[src/include/hb_seq_pkg.sv]
/*
  Package for the half-bridge sequencer: register map, field positions,
  reset values, timing constants and carrier structs.
  Assumes a 125 MHz system clock and a 32-bit classic Wishbone slave port.
*/
package hb_seq_pkg;

  // System clock
  localparam int unsigned CLK_HZ = 125000000;

  // Slow timebase for the long timers, 1 kHz tick
  localparam int unsigned TICK_HZ = 1000;
  localparam int unsigned TICK_DIV = CLK_HZ / TICK_HZ;

  // Long timer figures in milliseconds
  localparam int unsigned RESTART_DELAY_MS = 100;
  localparam int unsigned SETTLE_MS = 50;
  localparam int unsigned RESTART_DELAY_TICKS = RESTART_DELAY_MS * TICK_HZ / 1000;
  localparam int unsigned SETTLE_TICKS = SETTLE_MS * TICK_HZ / 1000;

  // Stop propagation delay in microseconds, rounded down to cycles
  localparam int unsigned STOP_DELAY_US = 20;
  localparam int unsigned STOP_DELAY_CYC = STOP_DELAY_US * (CLK_HZ / 1000000);

  // Low-side matching delay in system clock cycles
  localparam int unsigned MATCH_DELAY_CYC = 2;

  // Register byte addresses
  localparam logic [7:0] ADDR_CTRL = 8'h00;
  localparam logic [7:0] ADDR_STATUS = 8'h04;

  // Control register fields
  localparam int CTRL_RUN_BIT = 0;
  localparam int CTRL_CLR_FAULT_BIT = 1;
  localparam logic [31:0] CTRL_RESET = 32'h00000001;

  // Status register fields
  localparam int ST_FAULT_BIT = 0;
  localparam int ST_DELAY_BIT = 1;
  localparam int ST_SETTLE_BIT = 2;
  localparam int ST_GOOD_BIT = 3;
  localparam int ST_SINK_BIT = 4;
  localparam int ST_PHASE_BIT = 5;
  localparam int ST_DISCH_BIT = 6;

  // Comparator results from the analog front end
  typedef struct packed {
    logic cap_full;
    logic cap_empty;
    logic sense_above_on;
    logic sense_above_latch;
    logic high_side_ok;
  } cmp_t;

  // Switch and drive commands to the analog front end
  typedef struct packed {
    logic charge_en;
    logic capacitor_discharge_sink;
    logic hysteresis_sink;
    logic timing_resistor_ground;
    logic drive_low;
    logic drive_high;
  } drv_t;

endpackage : hb_seq_pkg

[src/logic/half_bridge_sequencer.sv]
/*
  Half-bridge sequencer: oscillator phase control, dead time, restart
  delay, settling one-shot, fault latch and complementary drive outputs,
  with a classic Wishbone register slave.
  Assumes comparator inputs are asynchronous to I_CLOCK and that the supply
  undervoltage detector drives I_SRST.
*/
// Design decisions made here: the Wishbone slave port and the register addresses.
// Overview of operation
// - Divide-by-two toggle per oscillator cycle
// - Upper threshold stops charge, starts discharge
// - Both drives off during discharge
// - Empty capacitor ends discharge, restarts charge
// - Oscillator off during restart delay
// - Ground timing resistor pin during delay
// - Hysteresis sink on below turn-on
// - Sink off while window good
// - Sink forced on 50 ms after reset release
// - After one-shot, comparator decides sink
// - Latch threshold sets fault latch
// - Fault held until sense drops below turn-on or a clear-fault write
// - High-side lockout inhibits high drive
// - Low-side pulse first after restart
// - Matching delay on low-side path
// - Fixed 100 ms delay before switching
// - Sense below threshold clears fault latch
// - Drives stop about 20 us after stop
module half_bridge_sequencer #(
  // Cycles per slow tick; a bench may shorten it to reach the oscillator
  parameter int unsigned TICK_DIV = hb_seq_pkg::TICK_DIV
) (
  input wire logic I_CLOCK,
  input wire logic I_SRST,
  input wire hb_seq_pkg::cmp_t I_CMP,
  input wire logic I_WB_CYC,
  input wire logic I_WB_STB,
  input wire logic I_WB_WE,
  input wire logic [7:0] I_WB_ADR,
  input wire logic [3:0] I_WB_SEL,
  input wire logic [31:0] I_WB_DAT,
  output logic [31:0] O_WB_DAT,
  output logic O_WB_ACK,
  output hb_seq_pkg::drv_t O_DRV
);

  typedef enum logic [1:0] {ST_DELAY, ST_CHARGE, ST_DISCHARGE, ST_STOPPED} osc_state_t;

  // Two-flop synchronisers for the comparator bundle
  hb_seq_pkg::cmp_t meta_reg;
  hb_seq_pkg::cmp_t cmp_reg;
  always_ff @(posedge I_CLOCK)
  begin
    if (I_SRST)
    begin
      meta_reg <= '0;
      cmp_reg <= '0;
    end
    else
    begin
      meta_reg <= I_CMP;
      cmp_reg <= meta_reg;
    end
  end

  // State registers
  osc_state_t state_reg, state_next;
  logic phase_reg, phase_next;
  logic fault_reg, fault_next;
  logic [16:0] div_reg, div_next;
  logic tick_reg, tick_next;
  logic [7:0] delay_reg, delay_next;
  logic delay_run_reg, delay_run_next;
  logic [7:0] settle_reg, settle_next;
  logic settle_run_reg, settle_run_next;
  logic [11:0] stop_reg, stop_next;
  logic good_prev_reg, good_prev_next;
  logic run_prev_reg, run_prev_next;
  logic [hb_seq_pkg::MATCH_DELAY_CYC-1:0] low_pipe_reg, low_pipe_next;
  logic [hb_seq_pkg::MATCH_DELAY_CYC-1:0] high_pipe_reg, high_pipe_next;
  hb_seq_pkg::drv_t drv_reg, drv_next;
  logic [31:0] ctrl_reg, ctrl_next;
  logic [31:0] rdat_reg, rdat_next;
  logic ack_reg, ack_next;

  logic sense_good;
  logic restart_evt;
  logic stop_hold;
  logic wb_req;
  logic clr_fault_wr;
  logic running;

  // Helper terms
  always_comb
  begin
    wb_req = I_WB_CYC && I_WB_STB && !ack_reg;
    clr_fault_wr = wb_req && I_WB_WE && (I_WB_ADR == hb_seq_pkg::ADDR_CTRL) && I_WB_SEL[0]
      && I_WB_DAT[hb_seq_pkg::CTRL_CLR_FAULT_BIT];
    // Brownout good only once the settle one-shot has finished
    sense_good = cmp_reg.sense_above_on && !settle_run_reg;
    // Stop requests are filtered for the propagation delay
    stop_hold = (stop_reg >= 12'(hb_seq_pkg::STOP_DELAY_CYC));
    running = ctrl_reg[hb_seq_pkg::CTRL_RUN_BIT] && !fault_reg && !stop_hold;
    // Restart on brownout becoming good or run enable rising
    restart_evt = (sense_good && !good_prev_reg)
      || (ctrl_reg[hb_seq_pkg::CTRL_RUN_BIT] && !run_prev_reg);
  end

  // Next-state logic for timers, fault latch and oscillator
  always_comb
  begin
    div_next = div_reg + 17'd1;
    tick_next = 1'b0;
    // Divider is 17 bits wide, so TICK_DIV must not exceed 131072
    if (div_reg == 17'(TICK_DIV - 1))
    begin
      div_next = '0;
      tick_next = 1'b1;
    end
    good_prev_next = sense_good;
    run_prev_next = ctrl_reg[hb_seq_pkg::CTRL_RUN_BIT];

    // Stop filter: count while sense is low, reset when good
    stop_next = stop_reg;
    if (cmp_reg.sense_above_on || settle_run_reg || delay_run_reg)
      stop_next = '0;
    else if (!stop_hold)
      stop_next = stop_reg + 12'd1;

    // Fault latch: set wins over any clear
    fault_next = fault_reg;
    if (cmp_reg.sense_above_latch)
      fault_next = 1'b1;
    else if (!cmp_reg.sense_above_on || clr_fault_wr)
      fault_next = 1'b0;

    // Restart delay counter on the slow tick
    delay_next = delay_reg;
    delay_run_next = delay_run_reg;
    if (restart_evt)
    begin
      delay_next = '0;
      delay_run_next = 1'b1;
    end
    else if (delay_run_reg && tick_reg)
    begin
      delay_next = delay_reg + 8'd1;
      if (delay_reg == 8'(hb_seq_pkg::RESTART_DELAY_TICKS - 1))
        delay_run_next = 1'b0;
    end

    // Settling one-shot, started only by the reset release
    settle_next = settle_reg;
    settle_run_next = settle_run_reg;
    if (settle_run_reg && tick_reg)
    begin
      settle_next = settle_reg + 8'd1;
      if (settle_reg == 8'(hb_seq_pkg::SETTLE_TICKS - 1))
        settle_run_next = 1'b0;
    end

    // Oscillator sequence
    state_next = state_reg;
    phase_next = phase_reg;
    case (state_reg)
      ST_STOPPED:
      begin
        phase_next = 1'b0;
        if (delay_run_reg)
          state_next = ST_DELAY;
      end
      ST_DELAY:
      begin
        // Phase cleared so the low side fires first
        phase_next = 1'b0;
        if (!delay_run_reg && running && sense_good)
          state_next = ST_CHARGE;
      end
      ST_CHARGE:
      begin
        if (!running || delay_run_reg)
          state_next = ST_STOPPED;
        else if (cmp_reg.cap_full)
          state_next = ST_DISCHARGE;
      end
      ST_DISCHARGE:
      begin
        if (!running || delay_run_reg)
          state_next = ST_STOPPED;
        else if (cmp_reg.cap_empty)
        begin
          state_next = ST_CHARGE;
          phase_next = !phase_reg;
        end
      end
      default:
        state_next = ST_STOPPED;
    endcase
  end

  // Drive and switch outputs
  always_comb
  begin
    logic charging;
    logic good;
    charging = (state_reg == ST_CHARGE);
    good = delay_run_reg || charging || (state_reg == ST_DISCHARGE);
    // Low side pipelined; high side given an equal pipeline for matching
    low_pipe_next = {low_pipe_reg[hb_seq_pkg::MATCH_DELAY_CYC-2:0], charging && !phase_reg};
    high_pipe_next = {high_pipe_reg[hb_seq_pkg::MATCH_DELAY_CYC-2:0],
      charging && phase_reg && cmp_reg.high_side_ok};
    drv_next.charge_en = charging;
    drv_next.capacitor_discharge_sink = (state_reg == ST_DISCHARGE);
    drv_next.timing_resistor_ground = delay_run_reg;
    // One-shot forces the sink; otherwise comparator and window decide
    drv_next.hysteresis_sink = settle_run_reg
      || (!cmp_reg.sense_above_on && !good);
    // Drives gated again at output so a stop cuts any pipelined pulse
    drv_next.drive_low = low_pipe_reg[hb_seq_pkg::MATCH_DELAY_CYC-1] && charging && running;
    drv_next.drive_high = high_pipe_reg[hb_seq_pkg::MATCH_DELAY_CYC-1] && charging && running
      && cmp_reg.high_side_ok;
  end

  // Wishbone slave, one wait state, unmapped reads return zero
  always_comb
  begin
    ctrl_next = ctrl_reg;
    rdat_next = rdat_reg;
    ack_next = 1'b0;
    if (wb_req)
    begin
      ack_next = 1'b1;
      rdat_next = '0;
      if (I_WB_WE && I_WB_ADR == hb_seq_pkg::ADDR_CTRL && I_WB_SEL[0])
        ctrl_next = {31'h00000000, I_WB_DAT[hb_seq_pkg::CTRL_RUN_BIT]};
      else if (!I_WB_WE && I_WB_ADR == hb_seq_pkg::ADDR_CTRL)
        rdat_next = ctrl_reg;
      else if (!I_WB_WE && I_WB_ADR == hb_seq_pkg::ADDR_STATUS)
      begin
        rdat_next[hb_seq_pkg::ST_FAULT_BIT] = fault_reg;
        rdat_next[hb_seq_pkg::ST_DELAY_BIT] = delay_run_reg;
        rdat_next[hb_seq_pkg::ST_SETTLE_BIT] = settle_run_reg;
        rdat_next[hb_seq_pkg::ST_GOOD_BIT] = sense_good;
        rdat_next[hb_seq_pkg::ST_SINK_BIT] = drv_reg.hysteresis_sink;
        rdat_next[hb_seq_pkg::ST_PHASE_BIT] = phase_reg;
        rdat_next[hb_seq_pkg::ST_DISCH_BIT] = drv_reg.capacitor_discharge_sink;
      end
    end
  end

  // Register all state; reset is a controller restart
  always_ff @(posedge I_CLOCK)
  begin
    if (I_SRST)
    begin
      state_reg <= ST_STOPPED;
      phase_reg <= 1'b0;
      fault_reg <= 1'b0;
      div_reg <= '0;
      tick_reg <= 1'b0;
      delay_reg <= '0;
      delay_run_reg <= 1'b1;
      settle_reg <= '0;
      settle_run_reg <= 1'b1;
      stop_reg <= '0;
      good_prev_reg <= 1'b0;
      run_prev_reg <= 1'b1;
      low_pipe_reg <= '0;
      high_pipe_reg <= '0;
      drv_reg <= '0;
      ctrl_reg <= hb_seq_pkg::CTRL_RESET;
      rdat_reg <= '0;
      ack_reg <= 1'b0;
    end
    else
    begin
      state_reg <= state_next;
      phase_reg <= phase_next;
      fault_reg <= fault_next;
      div_reg <= div_next;
      tick_reg <= tick_next;
      delay_reg <= delay_next;
      delay_run_reg <= delay_run_next;
      settle_reg <= settle_next;
      settle_run_reg <= settle_run_next;
      stop_reg <= stop_next;
      good_prev_reg <= good_prev_next;
      run_prev_reg <= run_prev_next;
      low_pipe_reg <= low_pipe_next;
      high_pipe_reg <= high_pipe_next;
      drv_reg <= drv_next;
      ctrl_reg <= ctrl_next;
      rdat_reg <= rdat_next;
      ack_reg <= ack_next;
    end
  end

  // Outputs straight from flops
  assign O_DRV = drv_reg;
  assign O_WB_DAT = rdat_reg;
  assign O_WB_ACK = ack_reg;

endmodule : half_bridge_sequencer

[config.mk]
export PLATFORM = sky130hd
export DESIGN_NAME = half_bridge_sequencer
export DESIGN_NICKNAME = d
export VERILOG_FILES = /design/src/include/hb_seq_pkg.sv /design/src/logic/half_bridge_sequencer.sv
export SDC_FILE = /design/constraint.sdc
export NUM_CORES = 1
export LEC_CHECK = 0
export ABC_AREA = 1
export BUFFER_PORTS_ARGS = -buffer_cell sky130_fd_sc_hd__buf_2
export CAP_MARGIN = 25
export CORE_ASPECT_RATIO = 1.5
export CORE_MARGIN = 1.5
export CORE_UTILIZATION = 48
export DETAILED_ROUTE_END_ITERATION = 10
export PLACE_DENSITY = 0.77
export SYNTH_ARGS = -nofsm -noshare
export SYNTH_HDL_FRONTEND = slang
export SYNTH_SLANG_ARGS = --single-unit
[constraint.sdc]
create_clock -name I_CLOCK -period 1.4 [get_ports I_CLOCK]
set_input_delay 0.28 -clock I_CLOCK [delete_from_list [all_inputs] [get_ports I_CLOCK]]
set_output_delay 0.28 -clock I_CLOCK [all_outputs]
set_load 0.01 [all_outputs]
### Word-level counts from Yosys, hierarchy flattened

Cells that the tools add are included.

* add/subtract/negate cells: 4
* order comparisons: 1
* reduce and logical (&&, ||, !) cells: 61
* equality and inequality tests: 13
* mux-type cells: 17

Operators with widths (number)
* 1-bit logical AND: 28
* 7-bit two-way mux: 3
* 17-bit by 1-bit adder with 17-bit output, second input constant: 1
* 17-bit == test, second input constant: 1
* 8-bit by 1-bit adder with 8-bit output, second input constant: 2
* 12-bit by 1-bit adder with 12-bit output, second input constant: 1
* 12-bit greater-or-equal comparator, second input constant: 1
* 1-bit zero test: 12
* 2-bit two-way mux: 6
* 8-bit by 3-bit == test with 1-bit output, second input constant: 1
* 8-bit by 6-bit == test with 1-bit output, second input constant: 1
* 8-bit by 7-bit == test with 1-bit output, second input constant: 1
* 8-bit zero test: 1
* 1-bit logical OR: 8
* 2-bit inequality test, second input constant: 4
* 2-bit one-hot mux with 4 select lines: 1
* 2-bit OR reduction: 4
* 1-bit two-way mux: 6
* 3-bit by 2-bit inequality test with 1-bit output, second input constant: 2
* 2-bit AND reduction: 3
* 2-bit == test, second input constant: 2
* 4-bit AND reduction: 1
* 2-bit nonzero test: 2
* 3-bit AND reduction: 1
* other kinds (3): 3

* word-level logic and storage cells: 129
* output and inout port bits: 39
* flip-flop bits (word level): 108
* input port bits: 54

### Depth between registers and ports, before layout

* depth after elaboration: 9
* depth in mapped cells: 11
* gate-level depth less buffers: 11

### Worst setup path after synthesis

OpenSTA, ideal clock, no wires.

* kind: reg2reg
* start point: register div_reg[0]
* end point: register div_reg[14]
* arrival time: 1.345 ns
* setup time: 0.066 ns
* buffers on the path: 0
* data required time: 1.334 ns
* setup slack: -0.011 ns
* cell stages (with the launch flop): 9
* period minus slack after synthesis: 1.411 ns
* cell sequence: dfxtp_1 > ha_1 > nand2_2 > nor2_4 > nand2_2 > nor2_4 > inv_2 > or3_1 > a21oi_2

* word-level cells in the longest chain between the ends: 2
* elaborated cells on any way between the ends: 3
* classes of those cells: add/sub (1); eq/ne (1); reduce/logical (1)

Ends and longest elaborated chain
* start, declared: line half_bridge_sequencer.sv:69 `logic [16:0] div_reg, div_next;`
* start signal, assigned: line half_bridge_sequencer.sv:279 `div_reg <= div_next;`
* branches (longest 2 deep; another with 17-bit by 1-bit adder with 17-bit output)

Parallel ways; which one is timed is not known.
A chain may end at the register's enable or synchronous reset.

### Worst setup path after layout

* start point: register stop_reg[9]
* end point: register stop_reg[9]

* word-level cells in the longest chain between the ends: 1
* elaborated cells on any way between the ends: 2
* classes of those cells: add/sub (1); order compare (1)

Ends and longest elaborated chain
* start, declared: line half_bridge_sequencer.sv:75 `logic [11:0] stop_reg, stop_next;`
* start signal, assigned: line half_bridge_sequencer.sv:285 `stop_reg <= stop_next;`
* 12-bit by 1-bit adder with 12-bit output or 12-bit greater-or-equal comparator (tied branches): line half_bridge_sequencer.sv:127, half_bridge_sequencer.sv:101

Several ways; a longest one is shown, not always the timed one.

==> impl_metrics.csv <==
group,metric,value,unit
grt,grt_overflow,0,
routing,firstDrtPassIters,4,
layout,final_common_cell,"nand2_1",
critical_path,crit_top_cell,"nand2_2",
critical_path,cp_data_required_time,1630,ps
routing,drt_iter0_markers,159,
critical_path,cp-start-kind,"register",
routing,wl_met3,385,um
critical_path,crit_path_end_kind,"register",
synthesis,ys_seq_area_frac,0.442,
layout,final_area,4900,um2
critical_path,cp_max_fo,5,
clocking,cts_tree,"done",
die,die_h,111,um
die,start_util,0.494,
layout,syn2layout_area_growth,30.2,%
placed_design,dp_hpwl,5630,um
synthesis,ys_types,37,
grt,grt_first_pass_wirelength,12600,um
clocking,cts-buffers-inserted,9,
placed_design,port_buffers,34,
clocking,clockBufferDepth,2,
critical_path,slowest_delay,340,ps
pwr,intPower,4.33,mW
run_status,status,"complete, but fails checks",
die,rows,39,
pwr,vdd_drop_max,0.000743,V
clocking,h-tree-depth,3,
synthesis,synth.avg_cell_area,7.44,um2
pwr,seqPwrFrac,0.447,
critical_path,path_cells,"o21ai_1, nand2_2, nor2_4, nand2_2, nor2_2, nand2_1, o21bai_1, nor2_1",
pwr,net-switching-power,1.18,mW
critical_path,ff2ff_path_depth,8,
pwr,netSwitchingFraction,0.215,
layout,final_layout_size_suffix_gt1_frac,0.303,
timing,layout_setup_ws,-50.7,ps
layout,final_cell_mix,"nand2_1, dfxtp_1, inv_1",
clocking,postCtsHoldBufs,0,
critical_path,rrSetupSlack,-50,ps
min_path,min_path_cells,3,
synthesis,ys_async_sr_fraction,0,
routing,wl_met1,3220,um
synthesis,synth_area_leaders,"dfxtp_1, nand2_1, inv_1",
pwr,p_leak,2.04,nW
layout,antennaDiodeCount,0,
synthesis,synth.ff_latch_count,83,
routing,ant_nets,0,
grt,first_global_vias,3160,
timing,final_max_slew_viol_count,0,
synthesis,synth_edf_count,0,
synthesis,synth_area,3760,um2
routing,wl,8150,um
synthesis,synth_top_area_share,0.442,
pwr,comb_power_share,0.055,
routing,drc_errors,0,
clocking,cts-root-buf,"clkbuf_16",
synthesis,yosysWarnings,0,
critical_path,crit_type,"register to register",
critical_path,critPathArrivalTime,1690,ps
pwr,p_clk_frac,0.497,
die,core,7610,um2
routing,vias,3424,
clocking,cts_num_sinks,83,
min_path,worstHoldStart,"I_CMP[4]",
die,die_w,75.3,um
clocking,clk_pin_slew,60,ps
run,drv_cap,0,
die,io_pins,93,
timing,setup_viol,4,
timing,max_clock_freq,0.689,GHz
layout,largest_reg_flops,17,
grt,grt_usage,0.191,
clocking,clk_latency,340,ps
critical_path,reg2reg_to,"stop_reg[9]$_SDFFE_PP0N_",
grt,grt_max_degree,18,
pwr,p_total,5.51,mW
pwr,p_per_area,1120,nW/um2
synthesis,synthesis.instances,506,
placed_design,place_congestion,0.870,
timing,finalCritPeriodShare,1.04,
synthesis,synth_top_area_cell,"dfxtp_1",
timing,finalHoldViolations,0,
placed_design,placed_cell_area,4260,um2
routing,highest_layer,"met4",
layout,final_nets,656,
grt,antenna_found_initial,0,
critical_path,rr_startpoint,"stop_reg[9]$_SDFFE_PP0N_",
min_path,min_path_type,"input port to register",
run_status,violations,"negative setup slack",
synthesis,synth_ff_type,"dfxtp_1",
timing,rsz0062_at_grt,"true",
timing,skew,8.56,ps
routing,wl_met2,4410,um
routing,vias_per_cell,4.87,
die,die-area,8390,um2
timing,fin_crit,1450,ps
min_path,worstHoldEndpoint,"meta_reg[4]$_SDFF_PP0_",
routing,wire_per_inst,11.6,um
critical_path,crit_path_top_delay_cell,"dfxtp_2",
==> metal layers <==
metal | vias to the layer above | track usage
met5 | - | 0
met3 | 14 | 0.0498
met4 | 0 | 0.0726
li1 | 1736 | -
met2 | 88 | 0.351
met1 | 1586 | 0.197
==> cells in the mapped netlist (all sizes together) (2+ instances only) <==
master / instances
xnor2: 2
nor4: 4
xor2: 9
clkbuf: 3
nand4: 13
buf: 28
dfxtp: 83
inv: 76
nand3: 26
nor2: 73
a21oi: 33
o31ai: 2
nor3: 18
o21ai: 19
nand2: 96
ha: 6
nor3b: 5
==> repair_timing <==
item | 4_1_cts | 5_1_grt
gates cloned | 1 | 0
buffers inserted | 1 | 8
endpoints found under the setup margin | 13 | 36
gates resized for setup | 10 | 61
pin swaps | 4 | 29
==> area by class of cell <==
class | instances | area, um2
Sequential cell | 83 | 1680
Fill cell | 638 | 2710
Timing Repair Buffer | 85 | 586
Multi-Input combinational cell | 340 | 1860
Clock inverter | 6 | 113
Clock buffer | 10 | 239
Inverter | 77 | 293
Tap cell | 102 | 128
==> power by group through the flow <==
| stage | logic, mW | clock network [mW] | registers, mW |
|---|---|---|---|
| global route | 0.348 | 2.86 | 2.47 |
| detailed placement | 0.290 | 0 | 2.51 |
| CTS | 0.296 | 2.76 | 2.46 |
| finish | 0.304 | 2.74 | 2.47 |
| global placement | 0.284 | 0 | 2.50 |
| floorplan | 0.231 | 0 | 2.50 |
==> critical path, delay by kind of cell, from the launching register on <==
kind             cells  cell delay, ps
AO/OA/AOI/OAI        2             320
AND/OR/NAND/NOR      6             680
flip-flops           1             340
==> worst max-delay path by stage <==
stage / startpoint / end / slack, ps / cells after the start
finish: stop_reg[9]$_SDFFE_PP0N_ / stop_reg[9]$_SDFFE_PP0N_ / -50 / 8
global route: stop_reg[9]$_SDFFE_PP0N_ / stop_reg[9]$_SDFFE_PP0N_ / -130 / 8
CTS: div_reg[0]$_SDFF_PP0_ / div_reg[14]$_SDFF_PP0_ / -20 / 8
detailed placement: div_reg[1]$_SDFF_PP0_ / div_reg[14]$_SDFF_PP0_ / -60 / 8
global placement: div_reg[1]$_SDFF_PP0_ / div_reg[14]$_SDFF_PP0_ / -10 / 8
floorplan: div_reg[0]$_SDFF_PP0_ / div_reg[14]$_SDFF_PP0_ / 10 / 8
==> cells by family (layout without fill, tap and decap cells) <==
logic type                 Yosys count  in the layout  share of synthesized area
DFF                                 83             83                      0.442
adders and majority gates            6              6                     0.0200
buffers and inverters              108            178                      0.136
and+or+nand+nor                    238            239                      0.292
AOI/OAI and AO/OA                   59             59                     0.0841
other                                1             25                   0.000997
xor gates and xnor gates            11             11                     0.0256
==> stage by stage <==
stage	utilization	setup slack, ps	TNS, ps	hold WS [ps]	std cells
6_report	0.643	-50.7	-112	145	703
5_1_grt	0.643	-125	-1020	158	703
4_1_cts	0.612	-21.0	-21.0	141	695
3_5_place_dp	0.560	-64.0	-359	393	677
3_3_place_gp	0.560	-10.9	-20.8	392	677
2_1_floorplan	-	12.7	0	364	530
Power figures use the tool's default switching activity.
